===== config.mk =====
export PLATFORM = sky130hd
export DESIGN_NAME = erm_top
export DESIGN_NICKNAME = d
export VERILOG_FILES = /design/src/design/erm_top.v
export VERILOG_INCLUDE_DIRS = /design/src /design/src/design
export SDC_FILE = /design/constraint.sdc
export NUM_CORES = 1
export LEC_CHECK = 0
export BUFFER_PORTS_ARGS = -buffer_cell sky130_fd_sc_hd__buf_2
export CAP_MARGIN = 5
export CORE_ASPECT_RATIO = 1.4
export CORE_UTILIZATION = 65
export DETAILED_ROUTE_END_ITERATION = 16
export PLACE_DENSITY = 0.85
export SLEW_MARGIN = 15
export SYNTH_ARGS = -nofsm -noshare
export SYNTH_HDL_FRONTEND = slang
export SYNTH_SLANG_ARGS = --single-unit

===== constraint.sdc =====
create_clock -name mclk -period 6.7 [get_ports mclk]
set_input_delay 0.335 -clock mclk [delete_from_list [all_inputs] [get_ports mclk]]
set_output_delay 0.335 -clock mclk [all_outputs]
set_load 0.02 [all_outputs]

===== src/design/erm_defs.vh =====
`ifndef ERM_DEFS_VH
`define ERM_DEFS_VH

// register offsets
`define ERM_ADR_CTRL    8'h00
`define ERM_ADR_FREEZE  8'h01
`define ERM_ADR_SPARE   8'h02
`define ERM_ADR_CNT     8'h03
`define ERM_ADR_CNT_END 8'h0d
`define ERM_ADR_SA      8'h10
`define ERM_ADR_SA_END  8'h15
`define ERM_ADR_SA6ST   8'h15

// control register fields
`define ERM_CTL_LATCH   0
`define ERM_CTL_SA6MODE 1
`define ERM_CTL_EXTD    2
`define ERM_CTL_CODE_LO 3
`define ERM_CTL_PRBS    5
`define ERM_CTL_SA6SY   6
`define ERM_CTL_RESET   8'h00
`define ERM_FRZ_RESET   5'h00

// receive line codes
`define ERM_CODE_NRZ    2'b00
`define ERM_CODE_CMI    2'b01
`define ERM_CODE_AMI    2'b10
`define ERM_CODE_HDB3   2'b11

// counters
`define ERM_NCNT        5
`define ERM_CNT_SA6     4
`define ERM_CNT_MAX     16'hffff
`define ERM_CNT_ZERO    16'h0000
`define ERM_MF6_MAX     6'h3f
`define ERM_AL2_MAX     2'h3
`define ERM_FRAME_13    4'hd
`define ERM_FRAME_15    4'hf
`define ERM_FRAME_7     4'h7
`define ERM_SA6_IDX     2

// sa6 pattern classes, bit positions in the status register
`define ERM_SA6_X       3'd0
`define ERM_SA6_8       3'd1
`define ERM_SA6_A       3'd2
`define ERM_SA6_C       3'd3
`define ERM_SA6_E       3'd4
`define ERM_SA6_F       3'd5
`define ERM_SA6_NONE    3'd7
`define ERM_SA6_REPEAT  2'd3

// timing
`define ERM_ALARM_US    250
`define ERM_CLK_NS      4
`define ERM_ALARM_CYC   ((`ERM_ALARM_US * 1000) / `ERM_CLK_NS)

`endif


===== src/design/erm_top.v =====
// The placing of the registers and the plain strobed port were chosen for this implementation.
`timescale 1ns/1ps
`include "erm_defs.vh"
// Summary of operation
// [RULE1] framing error counter, 16 bits, counts FAS errors while frame sync held
// [RULE2] alarm simulation bumps framing counter every 250 us
// [RULE3] all error counters saturate, never wrap
// [RULE4] violation counter idle in NRZ; HDB3/CMI counts HDB3 violations, variant selectable
// [RULE5] line code 10 (AMI) counts every bipolar violation
// [RULE6] alarm simulation bumps violation counter every four received bits
// [RULE7] crc counter one idle in doubleframe; counts bad submultiframes when synchronous
// [RULE8] alarm simulation bumps crc, e-bit and sa6 counters once per submultiframe
// [RULE9] e-bit counter counts zero spare bits of frames 13 and 15, multiframe only
// [RULE10] latch mode off: buffer tracks counter; freeze rising edge stops it, clears counter
// [RULE11] freeze bit clears itself on read of that counter high byte
// [RULE12] latch mode on: each second latch all counters then clear them
// [RULE13] sa6 mode 0: count sa6 groups 0010/0011 per submultiframe in multiframe sync
// [RULE14] sa6 mode 1: bits 7..2 count multiframes spent out of alignment
// [RULE15] sa6 mode 1: bits 1..0 count alignment changes, saturating
// [RULE16] sa6 mode 1: alarm simulation advances both sub-counters once per multiframe
// [RULE17] sa4..sa8 capture eight bits of previous multiframe, refresh at multiframe begin
// [RULE18] sa6 groups of four classified as 1000,1010,1100,1110,1111 or other
// [RULE19] sa6 status bit set after three repeats; read of status clears all
// [RULE20] every change of detected sa6 state raises the change flag
// [RULE21] sa6 updates blocked without frame sync; sync mode also needs multiframe sync
// [RULE22] prbs status shows synchroniser lock while monitor enabled
// [RULE23] fas spare bit only in doubleframe else 1; frame 13/15 bits else 0
// [RULE24] software reads counter low byte before high byte
module erm_top #(
    parameter ALARM_TICK_CYCLES = `ERM_ALARM_CYC
) (
    input  wire       mclk,
    input  wire       rst_n,
    input  wire [7:0] addr,
    input  wire [7:0] wdata,
    input  wire       wr_stb,
    input  wire       rd_stb,
    output reg  [7:0] rdata,
    input  wire       frame_sync_lost,
    input  wire       multiframe_sync_lost,
    input  wire       crc_mf_mode,
    input  wire       alarm_sim,
    input  wire       fas_error,
    input  wire       rx_bit_tick,
    input  wire       hdb3_violation,
    input  wire       hdb3_violation_ext,
    input  wire       bipolar_violation,
    input  wire       crc_error,
    input  wire       submultiframe_end,
    input  wire       multiframe_begin_interrupt,
    input  wire       alignment_change,
    input  wire       one_second_interrupt,
    input  wire       svc_bit_valid,
    input  wire [3:0] svc_frame_num,
    input  wire       svc_spare_bit,
    input  wire [4:0] svc_national_bits,
    input  wire       prbs_locked,
    output reg        sa6_change_interrupt
);

    // ==========================================================
    // register port
    // ==========================================================
    reg  [7:0]  ctrl;
    reg  [4:0]  frz;
    reg  [4:0]  frz_d;
    wire [4:0]  frz_hi_rd;
    wire [79:0] buf_flat;
    wire        latch_mode = ctrl[`ERM_CTL_LATCH];
    wire        sa6_mode   = ctrl[`ERM_CTL_SA6MODE];
    wire [1:0]  code_sel   = ctrl[`ERM_CTL_CODE_LO +: 2];
    wire [7:0]  cnt_off    = addr - `ERM_ADR_CNT;
    wire [7:0]  sa_off     = addr - `ERM_ADR_SA;
    reg  [7:0]  spare;
    reg  [7:0]  sa6_status;
    reg  [7:0]  sa_cap [0:4];
    reg  [7:0]  next_rdata;

    always @(posedge mclk)
    begin
        if (!rst_n)
        begin
            ctrl  <= `ERM_CTL_RESET;
            frz   <= `ERM_FRZ_RESET;
            frz_d <= `ERM_FRZ_RESET;
        end
        else
        begin
            frz_d <= frz;
            if (wr_stb && addr == `ERM_ADR_CTRL)
                ctrl <= wdata;
            if (wr_stb && addr == `ERM_ADR_FREEZE)
                frz <= wdata[4:0];
            else
                frz <= frz & ~frz_hi_rd; // RULE11
        end
    end

    always @*
    begin
        next_rdata = 8'h00;
        if (addr == `ERM_ADR_CTRL)
            next_rdata = ctrl;
        else if (addr == `ERM_ADR_FREEZE)
            next_rdata = {3'h0, frz};
        else if (addr == `ERM_ADR_SPARE)
            next_rdata = spare;
        else if (addr >= `ERM_ADR_CNT && addr < `ERM_ADR_CNT_END)
            next_rdata = buf_flat[{cnt_off[3:0], 3'h0} +: 8];
        else if (addr >= `ERM_ADR_SA && addr < `ERM_ADR_SA_END)
            next_rdata = sa_cap[sa_off[2:0]];
        else if (addr == `ERM_ADR_SA6ST)
            next_rdata = sa6_status;
    end

    always @(posedge mclk)
    begin
        if (!rst_n)
            rdata <= 8'h00;
        else if (rd_stb)
            rdata <= next_rdata;
        else
            rdata <= 8'h00;
    end

    // ==========================================================
    // alarm simulation ticks
    // ==========================================================
    reg  [31:0] alm_div;
    reg  [1:0]  bit_div;
    wire        tick_250us = (alm_div == ALARM_TICK_CYCLES - 1);
    wire        tick_4bit  = rx_bit_tick && bit_div == 2'h3;

    always @(posedge mclk)
    begin
        if (!rst_n || !alarm_sim)
        begin
            alm_div <= 32'h0;
            bit_div <= 2'h0;
        end
        else
        begin
            alm_div <= tick_250us ? 32'h0 : alm_div + 32'h1;
            if (rx_bit_tick)
                bit_div <= bit_div + 2'h1;
        end
    end

    // ==========================================================
    // sa6 bit collection
    // ==========================================================
    wire       sa6_bit   = svc_national_bits[`ERM_SA6_IDX];
    wire       svc_word  = svc_bit_valid && svc_frame_num[0];
    // frames 7 and 15 both close a submultiframe, so the top frame bit is ignored
    wire       smf_last  = svc_word && ({1'b0, svc_frame_num[2:0]} == `ERM_FRAME_7);
    reg  [2:0] sa6_hist;
    wire [3:0] sa6_group = {sa6_hist, sa6_bit};

    always @(posedge mclk)
    begin
        if (!rst_n)
            sa6_hist <= 3'h0;
        else if (svc_word)
            sa6_hist <= {sa6_hist[1:0], sa6_bit};
    end

    // ==========================================================
    // counter increments
    // ==========================================================
    wire       crc_sync = !frame_sync_lost && !multiframe_sync_lost;
    reg        cv_event;
    wire [4:0] inc;
    wire       sa6_err  = crc_mf_mode && !multiframe_sync_lost && smf_last
                          && sa6_group[3:1] == 3'b001;
    wire       mf_inc   = multiframe_begin_interrupt
                          && (alarm_sim || frame_sync_lost || multiframe_sync_lost);
    wire       al_inc   = alarm_sim ? multiframe_begin_interrupt : alignment_change;

    always @*
    begin
        cv_event = 1'b0;
        if (code_sel == `ERM_CODE_AMI)
            cv_event = bipolar_violation; // RULE5
        else if (code_sel != `ERM_CODE_NRZ)
            cv_event = ctrl[`ERM_CTL_EXTD] ? hdb3_violation_ext : hdb3_violation; // RULE4
    end

    assign inc[0] = alarm_sim ? tick_250us : (fas_error && !frame_sync_lost); // RULE1 RULE2
    assign inc[1] = alarm_sim ? tick_4bit : cv_event; // RULE6
    assign inc[2] = crc_mf_mode && (alarm_sim ? submultiframe_end
                                              : (crc_error && crc_sync)); // RULE7 RULE8
    assign inc[3] = crc_mf_mode && (alarm_sim ? submultiframe_end // RULE8
                    : (svc_word && !svc_spare_bit && (svc_frame_num == `ERM_FRAME_13
                       || svc_frame_num == `ERM_FRAME_15))); // RULE9
    assign inc[4] = crc_mf_mode && (alarm_sim ? submultiframe_end : sa6_err); // RULE13

    function [15:0] erm_bump;
        input [15:0] cur;
        input        ev;
        input        split;
        input        mf_ev;
        input        al_ev;
        begin
            if (split)
                erm_bump = {cur[15:8],
                            (mf_ev && cur[7:2] != `ERM_MF6_MAX) ? cur[7:2] + 6'h1
                                                                : cur[7:2], // RULE14 RULE16
                            (al_ev && cur[1:0] != `ERM_AL2_MAX) ? cur[1:0] + 2'h1
                                                                : cur[1:0]}; // RULE15
            else if (ev && cur != `ERM_CNT_MAX)
                erm_bump = cur + 16'h1; // RULE3
            else
                erm_bump = cur;
        end
    endfunction

    // ==========================================================
    // counters with readout buffers
    // ==========================================================
    genvar g;
    generate
        for (g = 0; g < `ERM_NCNT; g = g + 1)
        begin : g_cnt
            reg  [15:0] cnt;
            reg  [15:0] hold;
            wire        split  = (g == `ERM_CNT_SA6) && sa6_mode;
            wire        frz_up = frz[g] && !frz_d[g];
            wire        clr    = latch_mode ? one_second_interrupt : frz_up;
            wire [15:0] base   = clr ? `ERM_CNT_ZERO : cnt;
            wire [15:0] next_cnt = erm_bump(base, inc[g], split, mf_inc, al_inc);

            // an event in the clearing cycle lands in the fresh count
            always @(posedge mclk)
            begin
                if (!rst_n)
                begin
                    cnt  <= `ERM_CNT_ZERO;
                    hold <= `ERM_CNT_ZERO;
                end
                else
                begin
                    cnt <= next_cnt; // RULE10 RULE12
                    if (latch_mode)
                    begin
                        if (one_second_interrupt)
                            hold <= cnt; // RULE12
                    end
                    else if (!frz[g])
                        hold <= cnt; // RULE10
                end
            end

            assign buf_flat[16*g +: 16] = hold;
            assign frz_hi_rd[g] = rd_stb && addr == `ERM_ADR_CNT + 2*g + 1; // RULE24
        end
    endgenerate

    // ==========================================================
    // national bit capture
    // ==========================================================
    reg [7:0] sa_shadow [0:4];
    reg       frame13_spare_bit_sh;
    reg       frame15_spare_bit_sh;

    generate
        for (g = 0; g < 5; g = g + 1)
        begin : g_sa
            always @(posedge mclk)
            begin
                if (!rst_n)
                begin
                    sa_shadow[g] <= 8'h00;
                    sa_cap[g]    <= 8'h00;
                end
                else
                begin
                    if (svc_word)
                        sa_shadow[g][svc_frame_num[3:1]] <= svc_national_bits[g]; // RULE17
                    if (multiframe_begin_interrupt)
                        sa_cap[g] <= sa_shadow[g]; // RULE17
                end
            end
        end
    endgenerate

    // ==========================================================
    // spare bits and prbs status
    // ==========================================================
    always @(posedge mclk)
    begin
        if (!rst_n)
        begin
            spare   <= 8'h01;
            frame13_spare_bit_sh <= 1'b0;
            frame15_spare_bit_sh <= 1'b0;
        end
        else
        begin
            if (svc_word && svc_frame_num == `ERM_FRAME_13)
                frame13_spare_bit_sh <= svc_spare_bit;
            if (svc_word && svc_frame_num == `ERM_FRAME_15)
                frame15_spare_bit_sh <= svc_spare_bit;
            spare[3] <= ctrl[`ERM_CTL_PRBS] && prbs_locked; // RULE22
            if (crc_mf_mode)
            begin
                spare[0] <= 1'b1; // RULE23
                if (multiframe_begin_interrupt)
                begin
                    spare[1] <= frame13_spare_bit_sh; // RULE23
                    spare[2] <= frame15_spare_bit_sh;
                end
            end
            else
            begin
                spare[1] <= 1'b0;
                spare[2] <= 1'b0;
                if (svc_bit_valid && !svc_frame_num[0])
                    spare[0] <= svc_spare_bit; // RULE23
            end
        end
    end

    // ==========================================================
    // sa6 pattern detector
    // ==========================================================
    function [2:0] erm_sa6_class;
        input [3:0] grp;
        begin
            case (grp)
                4'h8:    erm_sa6_class = `ERM_SA6_8;
                4'ha:    erm_sa6_class = `ERM_SA6_A;
                4'hc:    erm_sa6_class = `ERM_SA6_C;
                4'he:    erm_sa6_class = `ERM_SA6_E;
                4'hf:    erm_sa6_class = `ERM_SA6_F;
                default: erm_sa6_class = `ERM_SA6_X;
            endcase
        end
    endfunction

    reg  [2:0] last_cls;
    reg  [1:0] rep;
    reg  [2:0] det_cls;
    wire [2:0] cls      = erm_sa6_class(sa6_group); // RULE18
    // sync mode checks aligned groups only; async slides one bit at a time
    wire       sa6_eval = svc_word && !frame_sync_lost
                          && (ctrl[`ERM_CTL_SA6SY] ? (smf_last && !multiframe_sync_lost)
                                                   : 1'b1); // RULE21
    wire [1:0] next_rep = (cls == last_cls && rep != `ERM_SA6_REPEAT) ? rep + 2'h1
                        : (cls == last_cls) ? rep : 2'h1;
    wire       confirm  = sa6_eval && next_rep == `ERM_SA6_REPEAT;
    wire [7:0] set_bits = confirm ? (8'h01 << cls) : 8'h00;
    wire       st_rd    = rd_stb && addr == `ERM_ADR_SA6ST;

    always @(posedge mclk)
    begin
        if (!rst_n)
        begin
            last_cls             <= `ERM_SA6_NONE;
            rep                  <= 2'h0;
            det_cls              <= `ERM_SA6_NONE;
            sa6_status           <= 8'h00;
            sa6_change_interrupt <= 1'b0;
        end
        else
        begin
            if (sa6_eval)
            begin
                last_cls <= cls;
                rep      <= next_rep;
            end
            if (confirm)
                det_cls <= cls;
            sa6_change_interrupt <= confirm && cls != det_cls; // RULE20
            // a pattern confirmed during the clearing read still shows
            sa6_status <= (st_rd ? 8'h00 : sa6_status) | set_bits; // RULE19
        end
    end

endmodule // erm_top


==> impl_metrics.tcl <==
set metrics [dict create \
    layout_common_cells "nand2_1 (256), dfxtp_1 (246), nor2_1 (155), a21oi_1 (96), edfxtp_1 (80)" \
    n_fill_cell 1644 \
    num_vias 12100 \
    clkTransAtPathRegs_ns 0.07 \
    p_sw_share_pct 21.6 \
    pwr-share-comb_pct 4.5 \
    fmax_mhz 280 \
    final_nets 1697 \
    synth_warnings 0 \
    grt_pass1_wl_um 58000 \
    cp-end-kind "flip-flop" \
    p_seq_share_pct 51.3 \
    grt_max_degree 77 \
    ys_async_sr_fraction_pct 0 \
    p_total_w 0.00403 \
    slew-limit-headroom_pct 20.4 \
    p_int_w 0.00316 \
    finalCritPeriodShare_pct 53.2 \
    synth_edf_count 80 \
    tightest_slew_ns 1.19 \
    arrival_ns 4.07 \
    syn2layout_area_growth_pct 9.43 \
    power.density_nw_per_um2 244 \
    route.detailed.vias_per_inst 6.17 \
    numCtsBuffers 31 \
    num_rows 65 \
    crit_fanout 12 \
    cts_resized 0 \
    drt_iter0_markers 804 \
    cts-root-buf "clkbuf_16" \
    start_util_pct 66.5 \
    synth_fp_nets 1683 \
    cts.hold.buffers_added 0 \
    wl_per_cell_um 18.4 \
    gp_congestion 0.929 \
    cts_tree "done" \
    coreArea_um2 22700 \
    antennaDiodeCount 0 \
    slowest_stage "dfxtp_1" \
    yosysSeqAreaShare_pct 48.6 \
    pwr-share-clk_pct 44.1 \
    dr.pass1.iters 7 \
    syn_inst 1623 \
    die_y_um 182 \
    grt_pass1_vias 11600 \
    crit_required_ns 7.20 \
    synth_seq_cells 326 \
    leakage_nw 6.12 \
    rsz0062_at_grt "no" \
    drc 0 \
    worstSetupPathType "flip-flop to flip-flop" \
    grt_usage_pct 31.0 \
    totalWireLength_um 36100 \
    htree_levels 1 \
    grt_overflow 0 \
    synth_ff_type "dfxtp_1" \
    drive_gt1_share_pct 8.55 \
    final_cell_area_um2 16500 \
    die_w_um 131 \
    cap_violations 0 \
    dp.final_hpwl_um 25200 \
    hp-class "input port to flip-flop" \
    startpoint_type "flip-flop" \
    layout_min_cycle_time_ns 3.57 \
    ioPinCount 55 \
    die-area_um2 23800 \
    portBuffers 54 \
    holdWs_ns 0.0152 \
    path_cells "nor3b_1 -> nor2_1 -> and2_1 -> ha_1 -> nand4_1 -> or4b_1 -> or4b_1 -> or4_1 -> nand2_1" \
    cp_common_cell "or4b_1" \
    finalMaxSlewViolations 0 \
    finalSetupViolCount 0 \
    peakVddDrop_mv 0.230 \
    hold_violations 0 \
    antenna_left 0 \
    final_common_cell "nand2_1" \
    slowest_delay_ns 0.66 \
    clock_sinks 326 \
    finClkSkew_ns 0.00927 \
    syn-cell-area_um2 15100 \
    antenna_found_initial 0 \
    status "complete, no violations" \
    yosysUniqueCellTypes 67 \
    syn_avg_cell_area_um2 9.30 \
    postCtsSetupBuffers 0 \
    clock_latency_ns 0.57 \
    switchingPower_w 0.000871 \
    tns_ns 0 \
    place_area_um2 15500 \
    clk_path_buf_depth 3 \
]
==> cell usage after synthesis (10+ instances only) <==
library cell	count	share of area [%]
clkbuf_1	70	1.7
edfxtp_1	80	16
xor2_1	46	2.7
nor4b_1	10	0.58
o21ai_0	40	1.3
nand2b_1	14	0.58
and4_1	11	0.64
nor2_1	155	3.9
mux2i_1	61	4.0
dfxtp_1	246	33
nor4_1	18	0.75
nand4_1	30	1.2
a21boi_0	18	0.90
xnor2_1	43	2.5
nand3_1	53	1.8
a21oi_1	97	3.2
o211ai_1	15	0.75
ha_1	14	1.2
and2_1	67	2.8
nor3_1	35	1.2
or3_1	17	0.70
and3_1	59	2.4
inv_1	27	0.67
mux4_2	24	3.6
nand2_1	256	6.4
==> power groups by stage <==
stage	Sequential [W]	Clock (W)	Combinational, W
floorplan	0.00210	0	0.000123
global placement	0.00211	0	0.000176
detailed placement	0.00211	0	0.000180
CTS	0.00207	0.00179	0.000181
global route	0.00207	0.00187	0.000196
finish	0.00207	0.00178	0.000182
==> cells by family (layout without fill, tap and decap cells) <==
group           count (synthesis)  count (layout)  share of synthesized area, %
mux                            86              86                          7.70
simple gates                  769             769                          25.2
buf+inv                       107             144                          2.75
xor+xnor                       89              89                          5.17
fa+ha+maj                      14              14                          1.16
flops                         326             326                          48.6
compound gates                232             232                          9.49
==> final timing paths <==
path | start | to | slack (ns) | depth (start not counted)
hold reg to reg | g_cnt[4].hold[7] | g_cnt[4].hold[7] | 0.46 | 2
setup reg to reg | ctrl[0] | g_cnt[2].cnt[14] | 3.13 | 9
setup / recovery | ctrl[0] | g_cnt[2].cnt[14] | 3.13 | 9
hold / removal | wdata[5] | ctrl[5] | 0.02 | 3
==> per-stage QoR <==
step | std cells | setup slack (ns) | utilization [%]
finish | 1961 | 3.13 | 72.8
global route | 1961 | 2.91 | 72.8
CTS | 1961 | 3.18 | 72.8
detailed placement | 1905 | 3.20 | 68.2
global placement | 1905 | 3.25 | 68.2
floorplan | 1623 | 3.42 | -
==> worst max-delay path: cells and delay by family, from the launching register on <==
| family | cells | cell delay [ns] |
|---|---|---|
| and+or+nand+nor | 8 | 2.64 |
| DFF | 1 | 0.66 |
| adders and majority gates | 1 | 0.20 |
==> layout make-up <==
cell class                 count  area (um^2)  area share [%]
clock buffer                  49          947            5.74
timing repair buffer          60          315            1.91
inverter                      28          105           0.637
sequential                   326         7330            44.4
tap                          301          377            2.28
clock inverter                 7         86.3           0.523
multi-input combinational   1190         7350            44.5
==> layer usage <==
metal / track usage, % / vias up / share of wire [%]
li1: - / 5762 / -
met1: 36.7 / 5778 / 38
met2: 53.5 / 437 / 50
met3: 4.34 / 127 / 6.0
met4: 17.1 / 0 / 5.8
met5: 0 / - / 0
==> state kept, by name, summed over array words and instances, names as in the netlist <==
name	count
sa_shadow	40
spare	4
frz_d	5
ctrl	8
sa6_hist	3
last_cls	3
frame15_spare_bit_sh	1
frame13_spare_bit_sh	1
g_cnt.cnt	80
sa6_status	8
sa6_change_interrupt	1
alm_div	32
frz	5
g_cnt.hold	80
sa_cap	40
rdata	8
rep	2
bit_div	2
det_cls	3
Power figures use the tool's default switching activity.
